$ cat src/lsr_pkg.sv
`default_nettype none
package lsr_pkg;

    // Bus shape.
    localparam int ADDR_W = 18;
    localparam int DATA_W = 32;
    localparam int REG_W = 16;
    localparam int IDX_W = 16;

    // Register indices; the byte address is four times the index.
    localparam logic [IDX_W-1:0] IDX_R7_SLEEP = 16'h407c;
    localparam logic [IDX_W-1:0] IDX_R8_CTRL = 16'h407d;
    localparam logic [IDX_W-1:0] IDX_R8_ON = 16'h407e;
    localparam logic [IDX_W-1:0] IDX_IRQ_STAT = 16'h4090;
    localparam logic [IDX_W-1:0] IDX_IRQ_MASK = 16'h4091;

    // Writable bits and reset values of the three configuration registers.
    localparam logic [REG_W-1:0] MASK_R7_SLEEP = 16'he11f;
    localparam logic [REG_W-1:0] MASK_R8_CTRL = 16'hdfc0;
    localparam logic [REG_W-1:0] MASK_R8_ON = 16'he11f;
    localparam logic [REG_W-1:0] RST_R7_SLEEP = 16'h0100;
    localparam logic [REG_W-1:0] RST_R8_CTRL = 16'h0200;
    localparam logic [REG_W-1:0] RST_R8_ON = 16'h0000;

    // Field positions.
    localparam int SLOT_MSB = 15;
    localparam int SLOT_LSB = 13;
    localparam int MODE_BIT = 8;
    localparam int VSEL_MSB = 4;
    localparam int ACT_MSB = 15;
    localparam int ACT_LSB = 14;
    localparam int SRC_MSB = 12;
    localparam int SRC_LSB = 11;
    localparam int HVSEL_BIT = 10;
    localparam int HMODE_MSB = 9;
    localparam int HMODE_LSB = 8;
    localparam int FLT_BIT = 7;
    localparam int SWI_BIT = 6;

    // Field codes.
    localparam logic [1:0] ACT_SHUT = 2'h1;
    localparam logic [1:0] ACT_RESET = 2'h2;
    localparam logic [1:0] SRC_CTL1 = 2'h1;
    localparam logic [1:0] SRC_CTL2 = 2'h2;
    localparam logic [1:0] SRC_EITHER = 2'h3;
    localparam logic [1:0] HMODE_OFF = 2'h1;
    localparam logic [1:0] HMODE_FOLLOW = 2'h3;
    localparam logic [2:0] SLOT_FIRST = 3'h1;
    localparam logic [2:0] SLOT_LAST = 3'h5;
    localparam logic [2:0] SLOT_T3 = 3'h3;
    localparam logic [2:0] SLP_CODE_T3 = 3'h6;
    localparam logic [2:0] SLP_CODE_T1 = 3'h7;
    localparam logic [2:0] ON_CODE_HW1 = 3'h6;
    localparam logic [2:0] ON_CODE_HW2 = 3'h7;

    // Voltage code mapping in millivolts.
    localparam logic [11:0] MV_BASE = 12'h3e8;
    localparam logic [11:0] MV_FINE = 12'h032;
    localparam logic [11:0] MV_KNEE = 12'h6a4;
    localparam logic [11:0] MV_COARSE = 12'h064;
    localparam logic [4:0] CODE_KNEE = 5'h0d;

    // Interrupt status bits.
    localparam int IRQ_W = 2;
    localparam int IRQ_UV = 0;
    localparam int IRQ_TRIP = 1;

    typedef enum logic [1:0] {R8_OFF, R8_ON, R8_TRIP} lsr_r8_state_e;

    // Timeslot in which a sleep slot code acts.
    function automatic logic [2:0] lsr_sleep_slot(input logic [2:0] code);
        if (code == 3'h0)
            return SLOT_LAST;
        else if (code == SLP_CODE_T3)
            return SLOT_T3;
        else if (code == SLP_CODE_T1)
            return SLOT_FIRST;
        else
            return 3'(SLOT_LAST + SLOT_FIRST - code);
    endfunction : lsr_sleep_slot

    // True for the codes that name timeslots one to five.
    function automatic logic lsr_in_slots(input logic [2:0] code);
        return (code >= SLOT_FIRST) && (code <= SLOT_LAST);
    endfunction : lsr_in_slots

endpackage : lsr_pkg
`default_nettype wire

$ cat src/lsr_volt_map.sv
`timescale 1ns/100ps
`default_nettype none
module lsr_volt_map
    import lsr_pkg::*;
(
    // Clock for the checks only.
    input wire logic clk_sys,
    input wire logic nrst,
    // Code in, millivolts out.
    input wire logic [4:0] code,
    output logic [11:0] mv
);

    // Fine steps below the knee, coarse steps from it upward.
    always_comb
    begin
        if (code < CODE_KNEE)
            mv = 12'(MV_BASE + MV_FINE * 12'(code));
        else
            mv = 12'(MV_KNEE + MV_COARSE * 12'(code - CODE_KNEE));
    end

    chk_volt_map_knee:
        assert property (@(posedge clk_sys) disable iff (!nrst)
            (code == CODE_KNEE) |-> (mv == 12'h6a4))
        else $error("Knee code does not give 1.70V.");

    chk_volt_map_ends:
        assert property (@(posedge clk_sys) disable iff (!nrst)
            ((code == 5'h0c) |-> (mv == 12'h640)) and ((code == 5'h1f) |-> (mv == 12'hdac)))
        else $error("Voltage code end points are wrong.");

endmodule : lsr_volt_map
`default_nettype wire

$ cat src/lsr_apb_slave.sv
`timescale 1ns/100ps
`default_nettype none
module lsr_apb_slave
    import lsr_pkg::*;
(
    // Clock and reset.
    input wire logic clk_sys,
    input wire logic nrst,
    // APB.
    input wire logic psel,
    input wire logic penable,
    input wire logic pwrite,
    input wire logic [ADDR_W-1:0] paddr,
    output logic [DATA_W-1:0] prdata,
    output logic pready,
    output logic pslverr,
    // Register file side.
    output logic [IDX_W-1:0] regIdx,
    input wire logic [REG_W-1:0] rdData,
    input wire logic rdHit,
    output logic wrStb,
    output logic rdStb
);

    logic hitQ;
    logic accStb;

    // The index is decoded in the setup cycle; misaligned words miss.
    assign regIdx = paddr[ADDR_W-1:2];
    assign accStb = psel && penable;

    // Read data is caught at setup, so the access phase ends at once.
    always_ff @(posedge clk_sys)
    begin
        if (!nrst)
        begin
            prdata <= '0;
            hitQ <= 1'b0;
        end
        else if (psel && !penable)
        begin
            hitQ <= rdHit && (paddr[1:0] == 2'h0);
            prdata <= (rdHit && !pwrite) ? {16'h0000, rdData} : '0;
        end
    end

    assign pready = 1'b1;
    assign pslverr = accStb && !hitQ;
    assign wrStb = accStb && pwrite && hitQ;
    assign rdStb = accStb && !pwrite && hitQ;

endmodule : lsr_apb_slave
`default_nettype wire

$ cat src/lsr_regs.sv
`timescale 1ns/100ps
`default_nettype none
module lsr_regs
    import lsr_pkg::*;
(
    // Clock and reset.
    input wire logic clk_sys,
    input wire logic nrst,
    // APB.
    input wire logic psel,
    input wire logic penable,
    input wire logic pwrite,
    input wire logic [ADDR_W-1:0] paddr,
    input wire logic [DATA_W-1:0] pwdata,
    output logic [DATA_W-1:0] prdata,
    output logic pready,
    output logic pslverr,
    // Sequencer, same clock.
    input wire logic seqStartup,
    input wire logic seqSleep,
    input wire logic seqSlotStb,
    input wire logic [2:0] seqSlotNum,
    input wire logic r7HwEnAssign,
    input wire logic r8SleepOff,
    input wire logic [4:0] r8SleepVoltCode,
    // Pins and analog flags, asynchronous.
    input wire logic hwEnable1,
    input wire logic hwEnable2,
    input wire logic hwControl1,
    input wire logic hwControl2,
    input wire logic r8Undervolt,
    // Regulator seven sleep controls.
    output logic r7SleepApply,
    output logic r7SleepOff,
    output logic r7SleepLowPower,
    output logic [11:0] r7SleepMv,
    // Regulator eight controls.
    output logic r8Enable,
    output logic r8LowPower,
    output logic r8Discharge,
    output logic r8SwitchMode,
    output logic [11:0] r8VoltMv,
    // System.
    output logic devResetReq,
    output logic irq
);

    logic [REG_W-1:0] r7SleepQ, r8CtrlQ, r8OnQ, rdData;
    logic [IRQ_W-1:0] irqStatQ, irqMaskQ;
    logic [IDX_W-1:0] regIdx;
    logic rdHit, wrStb, rdStb;
    logic [4:0] syncAQ, syncBQ, r8CodeSel;
    logic uvPrevQ, startPrevQ, uvEdge, startRise;
    lsr_r8_state_e r8StateQ, r8StateD;
    logic hwActive, hwEnPin, slotHitR7;
    logic [11:0] r7MvComb, r8MvComb;
    logic [2:0] r7Slot, r8OnSlot;
    logic [1:0] uvAction, hwMode, hwSrc;

    // Field views.
    assign r7Slot = r7SleepQ[SLOT_MSB:SLOT_LSB];
    assign r8OnSlot = r8OnQ[SLOT_MSB:SLOT_LSB];
    assign uvAction = r8CtrlQ[ACT_MSB:ACT_LSB];
    assign hwMode = r8CtrlQ[HMODE_MSB:HMODE_LSB];
    assign hwSrc = r8CtrlQ[SRC_MSB:SRC_LSB];

    lsr_apb_slave u_apb (
        .clk_sys(clk_sys),
        .nrst(nrst),
        .psel(psel),
        .penable(penable),
        .pwrite(pwrite),
        .paddr(paddr),
        .prdata(prdata),
        .pready(pready),
        .pslverr(pslverr),
        .regIdx(regIdx),
        .rdData(rdData),
        .rdHit(rdHit),
        .wrStb(wrStb),
        .rdStb(rdStb)
    );

    // Read mux; unmapped indices miss and read zero.
    always_comb
    begin
        rdHit = 1'b1;
        unique case (regIdx)
            IDX_R7_SLEEP: rdData = r7SleepQ;
            IDX_R8_CTRL: rdData = r8CtrlQ;
            IDX_R8_ON: rdData = r8OnQ;
            IDX_IRQ_STAT: rdData = 16'(irqStatQ);
            IDX_IRQ_MASK: rdData = 16'(irqMaskQ);
            default:
            begin
                rdData = '0;
                rdHit = 1'b0;
            end
        endcase
    end

    // Configuration registers; the masks keep unassigned bits at zero.
    always_ff @(posedge clk_sys)
    begin
        if (!nrst)
        begin
            r7SleepQ <= RST_R7_SLEEP;
            r8CtrlQ <= RST_R8_CTRL;
            r8OnQ <= RST_R8_ON;
            irqMaskQ <= '0;
        end
        else if (wrStb)
        begin
            if (regIdx == IDX_R7_SLEEP)
                r7SleepQ <= pwdata[REG_W-1:0] & MASK_R7_SLEEP;
            if (regIdx == IDX_R8_CTRL)
                r8CtrlQ <= pwdata[REG_W-1:0] & MASK_R8_CTRL;
            if (regIdx == IDX_R8_ON)
                r8OnQ <= pwdata[REG_W-1:0] & MASK_R8_ON;
            if (regIdx == IDX_IRQ_MASK)
                irqMaskQ <= pwdata[IRQ_W-1:0];
        end
    end

    // Pins and the analog flag cross in through two flip-flops.
    always_ff @(posedge clk_sys)
    begin
        if (!nrst)
        begin
            syncAQ <= '0;
            syncBQ <= '0;
            uvPrevQ <= 1'b0;
            startPrevQ <= 1'b0;
        end
        else
        begin
            syncAQ <= {r8Undervolt, hwControl2, hwControl1, hwEnable2, hwEnable1};
            syncBQ <= syncAQ;
            uvPrevQ <= syncBQ[4];
            startPrevQ <= seqStartup;
        end
    end

    assign uvEdge = syncBQ[4] && !uvPrevQ;
    assign startRise = seqStartup && !startPrevQ;

    // Selected hardware control input.
    always_comb
    begin
        unique case (hwSrc)
            SRC_CTL1: hwActive = syncBQ[2];
            SRC_CTL2: hwActive = syncBQ[3];
            SRC_EITHER: hwActive = syncBQ[2] || syncBQ[3];
            default: hwActive = 1'b0;
        endcase
    end

    // Enable pin named by the ON slot code.
    assign hwEnPin = (r8OnSlot == ON_CODE_HW1) ? syncBQ[0] : syncBQ[1];

    // Regulator seven sleep steps; both flags drop when the sleep sequence ends.
    assign slotHitR7 = seqSleep && seqSlotStb && (seqSlotNum == lsr_sleep_slot(r7Slot));

    always_ff @(posedge clk_sys)
    begin
        if (!nrst || !seqSleep)
        begin
            r7SleepApply <= 1'b0;
            r7SleepOff <= 1'b0;
        end
        else if (slotHitR7)
        begin
            if (lsr_in_slots(r7Slot) && !r7HwEnAssign)
                r7SleepOff <= 1'b1;
            else
                r7SleepApply <= 1'b1;
        end
    end

    // Regulator eight enable state.
    always_comb
    begin
        r8StateD = r8StateQ;
        unique case (r8StateQ)
            R8_OFF:
            begin
                if (r8OnSlot == ON_CODE_HW1 || r8OnSlot == ON_CODE_HW2)
                    r8StateD = hwEnPin ? R8_ON : R8_OFF;
                else if (seqStartup && seqSlotStb && lsr_in_slots(r8OnSlot)
                    && seqSlotNum == r8OnSlot)
                    r8StateD = R8_ON;
            end
            R8_ON:
            begin
                if (uvEdge && uvAction == ACT_SHUT)
                    r8StateD = R8_TRIP;
                else if ((r8OnSlot == ON_CODE_HW1 || r8OnSlot == ON_CODE_HW2) && !hwEnPin)
                    r8StateD = R8_OFF;
                else if (r8SleepOff)
                    r8StateD = R8_OFF;
            end
            R8_TRIP:
            begin
                // A tripped regulator waits for a fresh start-up sequence.
                if (startRise)
                    r8StateD = R8_OFF;
            end
        endcase
    end

    always_ff @(posedge clk_sys)
    begin
        if (!nrst)
            r8StateQ <= R8_OFF;
        else
            r8StateQ <= r8StateD;
    end

    // Hardware control may pick the sleep code; otherwise the ON code rules.
    assign r8CodeSel = (hwActive && r8CtrlQ[HVSEL_BIT])
        ? r8SleepVoltCode : r8OnQ[VSEL_MSB:0];

    lsr_volt_map u_r7_volt (
        .clk_sys(clk_sys),
        .nrst(nrst),
        .code(r7SleepQ[VSEL_MSB:0]),
        .mv(r7MvComb)
    );

    lsr_volt_map u_r8_volt (
        .clk_sys(clk_sys),
        .nrst(nrst),
        .code(r8CodeSel),
        .mv(r8MvComb)
    );

    // Registered controls to the regulators.
    always_ff @(posedge clk_sys)
    begin
        if (!nrst)
        begin
            r7SleepLowPower <= RST_R7_SLEEP[MODE_BIT];
            r7SleepMv <= MV_BASE;
            r8VoltMv <= MV_BASE;
            r8Enable <= 1'b0;
            r8LowPower <= RST_R8_ON[MODE_BIT];
            r8Discharge <= 1'b0;
            r8SwitchMode <= 1'b0;
        end
        else
        begin
            r7SleepLowPower <= r7SleepQ[MODE_BIT];
            r7SleepMv <= r7MvComb;
            r8VoltMv <= r8MvComb;
            r8Enable <= (r8StateD == R8_ON) && !(hwActive && hwMode == HMODE_OFF);
            r8Discharge <= !((r8StateD == R8_ON) && !(hwActive && hwMode == HMODE_OFF))
                && !r8CtrlQ[FLT_BIT];
            if (hwActive && hwMode != HMODE_FOLLOW)
                r8LowPower <= 1'b1;
            else
                r8LowPower <= r8OnQ[MODE_BIT];
            r8SwitchMode <= r8CtrlQ[SWI_BIT];
        end
    end

    // Device reset is a one-cycle request to the reset controller.
    always_ff @(posedge clk_sys)
    begin
        if (!nrst)
            devResetReq <= 1'b0;
        else
            devResetReq <= uvEdge && (uvAction == ACT_RESET);
    end

    // Sticky status, cleared by reading it; a new event beats the clear.
    always_ff @(posedge clk_sys)
    begin
        if (!nrst)
            irqStatQ <= '0;
        else
            irqStatQ <= ((rdStb && regIdx == IDX_IRQ_STAT) ? '0 : irqStatQ)
                | {r8StateD == R8_TRIP && r8StateQ != R8_TRIP, uvEdge};
    end

    assign irq = |(irqStatQ & irqMaskQ);

    chk_sleep_default_slot:
        assert property (@(posedge clk_sys) disable iff (!nrst)
            (slotHitR7 && r7Slot == 3'h0 && seqSlotNum == 3'h5) |=> r7SleepApply)
        else $error("Default sleep slot did not apply sleep settings in slot five.");

    chk_sleep_disable_slot:
        assert property (@(posedge clk_sys) disable iff (!nrst)
            (seqSleep && seqSlotStb && r7Slot == 3'h4 && seqSlotNum == 3'h2
                && !r7HwEnAssign) |=> r7SleepOff)
        else $error("Code 100 did not disable regulator seven in slot two.");

    chk_sleep_late_slot:
        assert property (@(posedge clk_sys) disable iff (!nrst)
            (seqSleep && seqSlotStb && r7Slot == 3'h7 && seqSlotNum == 3'h1
                && !r7SleepOff) |=> (r7SleepApply && !r7SleepOff))
        else $error("Code 111 did not apply sleep settings in slot one.");

    chk_hw_assign_sleep:
        assert property (@(posedge clk_sys) disable iff (!nrst)
            (slotHitR7 && r7HwEnAssign && !r7SleepOff) |=> !r7SleepOff)
        else $error("Hardware-assigned regulator seven was disabled in sleep.");

    chk_sleep_mode_reset:
        assert property (@(posedge clk_sys) disable iff (!nrst)
            $rose(nrst) |-> ##1 r7SleepLowPower)
        else $error("Sleep mode did not reset to low power.");

    chk_uv_action_path:
        assert property (@(posedge clk_sys) disable iff (!nrst)
            (uvEdge && uvAction == 2'h2) |=> devResetReq ##1 !devResetReq)
        else $error("Undervoltage reset action gave no single-cycle request.");

    chk_uv_irq_always:
        assert property (@(posedge clk_sys) disable iff (!nrst)
            uvEdge |=> irqStatQ[0])
        else $error("Undervoltage event did not set its status bit.");

    chk_hw_volt_choice:
        assert property (@(posedge clk_sys) disable iff (!nrst)
            (hwActive && r8CtrlQ[10]) |-> (r8CodeSel == r8SleepVoltCode))
        else $error("Hardware control did not pick the sleep voltage code.");

    chk_hw_mode_off:
        assert property (@(posedge clk_sys) disable iff (!nrst)
            (hwActive && hwMode == 2'h1) |=> !r8Enable)
        else $error("Hardware off mode left regulator eight enabled.");

    chk_float_discharge:
        assert property (@(posedge clk_sys) disable iff (!nrst)
            (r8Discharge |-> !r8Enable && !$past(r8CtrlQ[7])) and (r8Enable |-> !r8Discharge))
        else $error("Discharge disagrees with enable or float bit.");

    chk_startup_enable:
        assert property (@(posedge clk_sys) disable iff (!nrst)
            (r8StateQ == R8_OFF && seqStartup && seqSlotStb && r8OnSlot == 3'h3
                && seqSlotNum == 3'h3) |=> (r8StateQ == R8_ON))
        else $error("Regulator eight missed its start-up slot.");

    chk_hw_enable_pin:
        assert property (@(posedge clk_sys) disable iff (!nrst)
            (r8OnSlot == 3'h6 && r8StateQ == R8_OFF && syncBQ[0]) |=> (r8StateQ == R8_ON))
        else $error("Hardware enable one did not turn regulator eight on.");

endmodule : lsr_regs
`default_nettype wire

$ cat config.mk
export PLATFORM = sky130hd
export DESIGN_NAME = lsr_regs
export DESIGN_NICKNAME = d
export VERILOG_FILES = /design/src/lsr_pkg.sv /design/src/lsr_volt_map.sv /design/src/lsr_apb_slave.sv /design/src/lsr_regs.sv
export SDC_FILE = /design/constraint.sdc
export NUM_CORES = 1
export LEC_CHECK = 0
export BUFFER_PORTS_ARGS = -buffer_cell sky130_fd_sc_hd__buf_2
export CELL_PAD_IN_SITES_DETAIL_PLACEMENT = 0
export CELL_PAD_IN_SITES_GLOBAL_PLACEMENT = 1
export CORE_ASPECT_RATIO = 1.4
export CORE_MARGIN = 2
export CORE_UTILIZATION = 40
export DETAILED_ROUTE_END_ITERATION = 6
export PLACE_DENSITY_LB_ADDON = 0.2
export SETUP_SLACK_MARGIN = 0.2
export SLEW_MARGIN = 10
export SYNTH_ARGS = -nofsm -noshare
export SYNTH_HDL_FRONTEND = slang
export SYNTH_SLANG_ARGS = --single-unit
$ cat constraint.sdc
create_clock -name clk_sys -period 8.9 [get_ports clk_sys]
set_input_delay 1.78 -clock clk_sys [delete_from_list [all_inputs] [get_ports clk_sys]]
set_output_delay 1.78 -clock clk_sys [all_outputs]
set_load 0.005 [all_outputs]
* Word-level counts from Yosys, hierarchy flattened
Index checks and enable logic that the tools add are counted.
** Operators by class
- $add $sub $neg :: 7
- $mul :: 4
- Divide/modulo/power cells :: 0
- Order comparisons :: 6
- Equal/unequal tests :: 23
- Shift operators :: 0
- Multiplexer cells :: 21
- Bitwise gates (word level) :: 3
- Reductions and logical operators :: 55
** Operators with widths (number)
- 16-bit by 15-bit == test with 1-bit output (second input constant) :: 5
- 16-bit one-hot mux with 5 select lines :: 1
- 1-bit logical AND :: 29
- 10-bit by 11-bit adder with 12-bit output (first input constant) :: 2
- 11-bit by 12-bit adder with 12-bit output (first input constant) :: 2
- 5-bit by 12-bit multiplier with 10-bit output (first input constant) :: 2
- 12-bit two-way mux :: 2
- 5-bit by 5-bit multiplier with 10-bit output (first input constant) :: 2
- 16-bit two-way mux :: 1
- 2-bit two-way mux :: 7
- 3-bit == test (second input constant) :: 4
- 1-bit logical NOT :: 12
- 2-bit AND reduction :: 6
- 5-bit by 4-bit subtractor with 6-bit output (second input constant) :: 2
- 2-bit by 1-bit == test with 1-bit output (second input constant) :: 5
- 2-bit == test (second input constant) :: 5
- 5-bit by 4-bit less-than comparator with 1-bit output (second input constant) :: 2
- 3-bit two-way mux :: 3
- 3-bit == test :: 2
- 3-bit by 1-bit greater-or-equal comparator with 1-bit output (second input constant) :: 2
- 3-bit less-or-equal comparator (second input constant) :: 2
- 2-bit one-hot mux with 3 select lines :: 1
- 5-bit two-way mux :: 1
- 5-bit OR reduction :: 1
- other kinds (11) :: 18
** Word-level totals
- Bits in registers :: 110
- Bits in latches :: 0
- RAM bits :: 0
- ROM bits :: 0
- Input bits :: 73
- Output and inout bits :: 67
- Word-level logic and storage cells :: 141
- Memories kept :: 0

* Logic depth before layout (Yosys ltp)
Gate-level depths: netlist (run 1).
- Depth after elaboration :: 11
- Depth in mapped cells :: 20
- Gate-level depth less buffers :: 19

* By module
A second synthesis (run 1) with hierarchy kept.
** Unflattened totals
- Cells, all modules :: 730
- Area total of the unflattened synthesis :: 6591.3 µm²
** By module, submodules not included
- lsr_regs :: times used 1, cells each 356, area each 3305.7 µm², sequential area each 1541.5 µm²
- lsr_volt_map :: times used 2, cells each 146, area each 1209.9 µm², sequential area each 0.0 µm²
- lsr_apb_slave :: times used 1, cells each 82, area each 865.8 µm², sequential area each 340.3 µm²

* Worst setup path before layout (run 1)
No wires, ideal clock.
- Path kind :: input -> register
- From :: input r8SleepVoltCode[3]
- To :: register r8VoltMv[11]
- Setup time :: 92 ps
- Data arrival time :: 5224 ps
- Data required time :: 8808 ps
- Slack :: 3584 ps
- Stages on the path :: 18
- Buffers on the path :: 1
- Cells stage by stage :: mux2i_1 > inv_1 > ha_1 > a21o_1 > clkbuf_1 > nand2_1 > ha_1 > ha_1 > inv_1 > fa_1 > inv_1 > ha_1 > inv_1 > o21bai_1 > a21oi_1 > xnor2_1 > xnor3_1 > o32ai_1
** On the way
- Cells in the longest elaborated chain, start to end :: 5
- Elaborated cells between the ends (all ways) :: 8
- Those cells by class :: 3 x add/sub; 2 x mul; 1 x order compare; 2 x mux
** RTL lines
- from (decl) :: line lsr_regs.sv:25 : input wire logic [4:0] r8SleepVoltCode,
- 5-bit two-way mux * :: line lsr_regs.sv:221 : ? r8SleepVoltCode : r8OnQ[VSEL_MSB:0];
- 5-bit by 4-bit subtractor with 6-bit output :: line lsr_volt_map.sv:20 : mv = 12'(MV_KNEE + MV_COARSE * 12'(code - CODE_KNEE));
- 5-bit by 12-bit multiplier with 10-bit output :: line lsr_volt_map.sv:20
- 11-bit by 12-bit adder with 12-bit output :: line lsr_volt_map.sv:20
- 12-bit two-way mux * :: line lsr_volt_map.sv:17 : if (code < CODE_KNEE)
- to (signal assigned) :: line lsr_regs.sv:254 : r8VoltMv <= r8MvComb;
- to (decl) :: line lsr_regs.sv:42 : output logic [11:0] r8VoltMv,
Every way passes the cells marked *; elsewhere a longest branch is shown, timed or not.
A chain may end at the register's enable or synchronous reset.

* Final worst setup path (run 1)
Ends and elaborated chain as after synthesis.

==> results of run 1 <==
per-stage QoR:
stage | setup WS [ns] | util [%] | area [um2] | total power [W] | std cells
4_1_cts | 3.441 | 46.62 | 6955 | 0.0008494 | 974
2_1_floorplan | 3.584 | - | 6125 | 0.0004448 | 706
6_report | 3.495 | 46.62 | 6955 | 0.0008418 | 974
3_3_place_gp | 3.140 | 44.54 | 6645 | 0.0004584 | 958
5_1_grt | 3.179 | 46.62 | 6955 | 0.0008713 | 974
3_5_place_dp | 3.072 | 44.54 | 6645 | 0.0004591 | 958
power groups by stage:
| stage | logic, W | clock network, W | registers, W |
|---|---|---|---|
| 6_report | 0.0000386 | 0.000393 | 0.000411 |
| 5_1_grt | 0.0000430 | 0.000417 | 0.000411 |
| 4_1_cts | 0.0000390 | 0.000400 | 0.000411 |
| 3_5_place_dp | 0.0000389 | 0 | 0.000420 |
| 3_3_place_gp | 0.0000383 | 0 | 0.000420 |
| 2_1_floorplan | 0.0000249 | 0 | 0.000420 |
Yosys cell counts, types with 2 or more instances:
master | number | area share, %
dfxtp_1 | 91 | 30
nor2_1 | 76 | 4.7
ha_1 | 67 | 14
inv_1 | 58 | 3.6
mux2i_1 | 46 | 7.6
nand2_1 | 41 | 2.5
xnor2_1 | 33 | 4.8
a21oi_1 | 32 | 2.6
clkbuf_1 | 21 | 1.3
xor2_1 | 21 | 3.0
buf_4 | 20 | 2.5
and2_1 | 17 | 1.8
o21ai_0 | 17 | 1.4
fa_1 | 12 | 4.0
nand2b_1 | 12 | 1.2
a22oi_1 | 11 | 1.4
a21o_1 | 10 | 1.2
nand3_1 | 9 | 0.74
nor3_1 | 8 | 0.66
o211ai_1 | 8 | 0.99
a211oi_1 | 5 | 0.62
nor2b_1 | 5 | 0.52
and3_1 | 4 | 0.41
or3_1 | 4 | 0.41
or4_1 | 4 | 0.50
a21boi_0 | 3 | 0.37
a311oi_1 | 3 | 0.43
nor4_1 | 3 | 0.31
o22ai_1 | 3 | 0.31
o2bb2ai_1 | 3 | 0.43
a22o_1 | 2 | 0.29
a31oi_1 | 2 | 0.21
and3b_1 | 2 | 0.29
conb_1 | 2 | 0.12
nand3b_1 | 2 | 0.25
nand4_1 | 2 | 0.21
nor4b_1 | 2 | 0.29
o21a_1 | 2 | 0.25
o21bai_1 | 2 | 0.25
o31ai_1 | 2 | 0.25
o32ai_1 | 2 | 0.29
logic make-up after synthesis:
kind of cell	share of synthesized area, %
AND/OR/NAND/NOR	16.03
XOR/XNOR	8.180
buffers and inverters	7.581
other	0.1240
flip-flops	30.08
adder cells (fa/ha/maj)	17.81
AO/OA/AOI/OAI	12.41
multiplexers	7.788
how the worst max path moves through the flow:
stage	to	slack, ns	cells past startpoint
2_1_floorplan	r8VoltMv[11]$_SDFF_PN0_	3.58	18
3_3_place_gp	r8VoltMv[11]$_SDFF_PN0_	3.14	17
3_5_place_dp	r8VoltMv[11]$_SDFF_PN0_	3.07	17
4_1_cts	r8VoltMv[11]$_SDFF_PN0_	3.44	18
5_1_grt	r8VoltMv[11]$_SDFF_PN0_	3.18	18
6_report	r8VoltMv[11]$_SDFF_PN0_	3.49	17
per-layer routing:
layer	vias up	track usage (%)	share of wire, %
met5	-	0	0
met3	19	2.265	3.8
met4	0	7.244	2.7
met2	111	35.03	52
li1	2487	-	-
met1	2320	21.59	42
worst max-delay path, stage by stage:
cell and delay (ns):
buf_2 0.10, mux2i_1 0.35, inv_1 0.19, ha_1 0.28
a21o_1 0.30, nand2_1 0.19, ha_1 0.25, ha_1 0.27
inv_1 0.05, fa_1 0.50, inv_1 0.05, ha_1 0.32
a21oi_1 0.18, xnor2_1 0.13, a211oi_1 0.29, xnor3_1 0.28
o32ai_1 0.12
area by class of cell:
| type | instances | area, um2 | share of cell area [%] |
|---|---|---|---|
| clock buffers | 9 | 225.2 | 3.238 |
| multi-input cells | 513 | 3844 | 55.26 |
| repair buffers | 103 | 518.0 | 7.447 |
| flip-flops and latches | 91 | 1822 | 26.19 |
| inverters | 59 | 221.5 | 3.184 |
| clock inverters | 7 | 85.08 | 1.223 |
| well taps | 192 | 240.2 | 3.454 |
registers in the layout (all words and copies together) (netlist names), 5 cells and up:
name,cells
r7SleepMv,11
r7SleepQ,9
r8CtrlQ,9
u_apb.prdata,15
r8VoltMv,11
syncAQ,5
r8OnQ,9
syncBQ,5
==> flow_metrics.tcl, run 1 <==
set metrics [dict create \
    clock.fmax_ghz 0.1850 \
    cp_max_fo 14 \
    io_pins 140 \
    io_buffers 102 \
    clock_path_buffers 2 \
    period_share_pct 60.73 \
    worstSetupPathType "in2reg" \
    syn2layout_area_growth_pct 14.83 \
    dpl.hpwl_um 11830 \
    r2r_start "r8CtrlQ[12]$_SDFFE_PN0P_" \
    ant_nets 0 \
    clkTransAtPathRegs_ns 0.07 \
    clock_skew_ns 0.009206 \
    insertion_delay_ns 0.34 \
    final_common_cell "buf_2" \
    slew_headroom_pct 33.76 \
    synth-edff-count 0 \
    grt_max_degree 55 \
    synth.cell_area_um2 6057 \
    drt_drc_violations_left 0 \
    grt_pass1_vias 4963 \
    min_to "syncBQ[2]$_SDFF_PN0_" \
    hp-class "reg2reg" \
    ys_warn_count 0 \
    syn_area_per_cell_um2 8.804 \
    diodes 0 \
    post_drt_wl_per_cell_um 15.35 \
    vdd.ir_drop.worst_mv 0.07369 \
    synth.distinct_cells 60 \
    die_h_um 149.6 \
    drt_pass1_iterations 4 \
    slew_violations 0 \
    yosysSeqAreaShare_pct 30.08 \
    fin_nets 929 \
    powerDensity_nw_per_um2 121.0 \
    gp_congestion 0.8217 \
    cts_root_buffer "clkbuf_16" \
    cts_buffers 9 \
    clock-sinks 91 \
    ctsResizeCount 0 \
    end_kind "flip-flop" \
    grt-ovfl-total 0 \
    hp-start "syncAQ[2]$_SDFF_PN0_" \
    grt_pass1_wl_um 23890 \
    cts_tree "done" \
    cp.arrival_ns 5.65 \
    drt-total-wl_um 14950 \
    power.switching_fraction_pct 23.13 \
    final_cell_mix "buf_2, dfxtp_1, nor2_1, ha_1, inv_1" \
    cts-hold-fix-buffers 0 \
    worstMarginPinSlew_ns 0.9860 \
    grt_usage_pct 18.82 \
    critPathRequiredTime_ns 9.14 \
    crit_start "r8SleepVoltCode[3]" \
    r2r_end "r8VoltMv[11]$_SDFF_PN0_" \
    viasPerCell 5.069 \
    initial_core_util_pct 40.60 \
    holdPathStages 1 \
    fin_hold_ws_ns 0.4360 \
    drive_gt1_share_pct 16.24 \
    reg2reg_depth 18 \
    syn-instance-count 688 \
    rsz0062_at_grt "no" \
    p_leak_nw 3.471 \
    setup_violations 0 \
    combPwrFrac_pct 4.6 \
    synth_ff_type "dfxtp_1" \
    p_sw_w 0.0001947 \
    postCtsSetupBuffers 0 \
    hold_violations 0 \
    seqPwrFrac_pct 48.8 \
    tns_ns 0 \
    fill_cells 1495 \
    ff2ff_setup_slack_ns 3.98 \
    status "finished, final reports clean" \
    synth-seq-cells 91 \
    row_count 53 \
    cap_violations 0 \
    vias 4937 \
    die_x_um 108 \
    worstSetupStartpointType "input pin" \
    synthArstFlopShare_pct 0 \
    fin_crit_ns 5.405 \
    power_frac_clock_pct 46.6 \
    die_area_um2 16160 \
    htree_num_levels 3 \
    antenna_found_initial 0 \
    core_area_um2 14920 \
    p_int_w 0.0006471 \
    drtIter0Drc 196 \
]
Power figures use the tool's default switching activity.
==> run 2, diff against run 1 <==
Clock period 8.9 ns to 5.5 ns, I/O delays scaled along.
==> run 2 against run 1 <==
Routed wire length is 0.44% higher; setup slack got worse by 2.8 ns; register-to-register slack got worse by 3.2 ns; count of clock-buffer cells in the layout grew 1; combinational power rose by 62%; die area unchanged; critical endpoint unchanged; largest cell class unchanged.
==> flow_metrics.tcl, run 2 (synthesis gave the netlist of run 1 again) <==
set metrics [dict create \
    status "finished, final reports clean" \
    clock_skew_ns 0.007116 \
    fin_crit_ns 4.761 \
    top_register "u_apb.prdata" \
    tns_ns 0 \
    cts_tree "done" \
    antenna_found_initial 0 \
    die_x_um 108 \
    clock.fmax_ghz 0.2100 \
    pre_cts_slack_ns 0.5572 \
    io_buffers 102 \
    fin_nets 929 \
    diodes 0 \
    die_area_um2 16160 \
    power.switching_fraction_pct 22.91 \
    drt_pass1_iterations 4 \
    crit_slowest_cell "fa_1" \
    clock_path_buffers 2 \
    initial_core_util_pct 40.60 \
    grt_pass1_wl_um 23830 \
    powerDensity_nw_per_um2 195.4 \
    fin_util_pct 46.56 \
    post_drt_wl_per_cell_um 15.42 \
    final_common_cell "buf_2" \
    crit_chain "a22o_1 > nand2_1 > mux2i_1 > inv_1 > ha_1 > a21o_1 > nand2_1 > ha_1 > ha_1 > inv_1 > fa_1 > inv_1 > ha_1 > a21oi_1 > xnor2_1 > a211oi_1 > xnor3_1 > o32ai_1" \
    hold_violations 0 \
    seqPwrFrac_pct 49.0 \
    slew_violations 0 \
    htree_num_levels 3 \
    worstSetupStartpointType "flip-flop" \
    vdd.ir_drop.worst_mv 0.1168 \
    end_kind "flip-flop" \
    clkTransAtPathRegs_ns 0.07 \
    hp-class "reg2reg" \
    io_pins 140 \
    crit_top_cell "ha_1" \
    cp.arrival_ns 5.00 \
    slew_headroom_pct 36.01 \
    worstMarginPinSlew_ns 0.9526 \
    postCtsSetupBuffers 0 \
    fill_cells 1515 \
    ant_nets 0 \
    row_count 53 \
    drive_gt1_share_pct 16.11 \
    core_area_um2 14920 \
    cap_violations 0 \
    p_sw_w 0.0003109 \
    syn2layout_area_growth_pct 14.69 \
    grt_max_degree 55 \
    critPathBufInv 3 \
    setup_violations 0 \
    cp_max_fo 14 \
    path_delay_family "adder cells" \
    drt-total-wl_um 15020 \
    critPathRequiredTime_ns 5.74 \
    gp_congestion 0.8292 \
    p_int_w 0.001046 \
    slowest_delay_ns 0.50 \
    grt_pass1_vias 4838 \
    cts-hold-fix-buffers 0 \
    ctsResizeCount 0 \
    clock-sinks 91 \
    vias 4862 \
    cts_root_buffer "clkbuf_16" \
    largest_reg_flops 15 \
    dpl.hpwl_um 11780 \
    worstSetupPathType "reg2reg" \
    drtIter0Drc 181 \
    timing.final.ws_setup_ns 0.7389 \
    p_leak_nw 3.471 \
    insertion_delay_ns 0.34 \
    viasPerCell 4.992 \
    cts_buffers 9 \
    combPwrFrac_pct 4.6 \
    final_cell_mix "buf_2, dfxtp_1, nor2_1, ha_1, inv_1" \
    die_h_um 149.6 \
    period_share_pct 86.57 \
    grt-ovfl-total 0 \
    rsz0062_at_grt "no" \
    reg_top3 "u_apb.prdata: 15 flops, r7SleepMv: 11 flops, r8VoltMv: 11 flops" \
    drt_drc_violations_left 0 \
    power_frac_clock_pct 46.4 \
    grt_usage_pct 18.82 \
]
run 2: metal layers:
metal  global-route usage (%)  part of all wire [%]  vias up
met3                    2.613                   3.4       14
met4                    5.449                   1.5        0
met5                        0                     0        -
met1                    21.56                    43     2263
met2                    35.72                    52      104
li1                         -                     -     2481
run 2: area by class of cell:
class	instances	area (um2)	area share, %
Clock inverter	6	72.57	1.045
Timing Repair Buffer	103	518.0	7.457
Inverter	59	221.5	3.188
Tap cell	192	240.2	3.458
Multi-Input combinational cell	513	3844	55.33
Clock buffer	10	229.0	3.296
Sequential cell	91	1822	26.22
run 2: path summary, 6_finish.rpt:
| check | from | endpoint | slack, ns | cells past startpoint |
|---|---|---|---|---|
| hold / removal | syncAQ[0]$_SDFF_PN0_ | syncBQ[0]$_SDFF_PN0_ | 0.44 | 1 |
| hold reg to reg | syncAQ[0]$_SDFF_PN0_ | syncBQ[0]$_SDFF_PN0_ | 0.44 | 1 |
| setup / recovery | r8CtrlQ[12]$_SDFFE_PN0P_ | r8VoltMv[11]$_SDFF_PN0_ | 0.74 | 18 |
| setup reg to reg | r8CtrlQ[12]$_SDFFE_PN0P_ | r8VoltMv[11]$_SDFF_PN0_ | 0.74 | 18 |
run 2: metrics by stage:
stage	hold slack, ns	total power [W]	cells	cell area (um2)
floorplan	0.4119	0.0007198	706	6125
finish	0.4368	0.001357	974	6947
global placement	0.4148	0.0007412	958	6645
CTS	0.4368	0.001372	974	6947
detailed placement	0.4206	0.0007425	958	6645
global route	0.4491	0.001409	974	6947
run 2: worst register-to-register path, stage by stage, from the launching register on:
cell and delay, ns:
dfxtp_1 0.35, a22o_1 0.33, nand2_1 0.26, mux2i_1 0.20
inv_1 0.14, ha_1 0.23, a21o_1 0.37, nand2_1 0.20
ha_1 0.33, ha_1 0.27, inv_1 0.05, fa_1 0.50
inv_1 0.05, ha_1 0.33, a21oi_1 0.18, xnor2_1 0.13
a211oi_1 0.31, xnor3_1 0.30, o32ai_1 0.12
run 2: power groups by stage:
stage	Clock, W	Combinational [W]	Sequential, W
final	0.000630	0.0000625	0.000665
after floorplan	0	0.0000402	0.000680
after detailed placement	0	0.0000625	0.000680
after CTS	0.000644	0.0000628	0.000665
after global routing	0.000675	0.0000689	0.000665
after global placement	0	0.0000614	0.000680
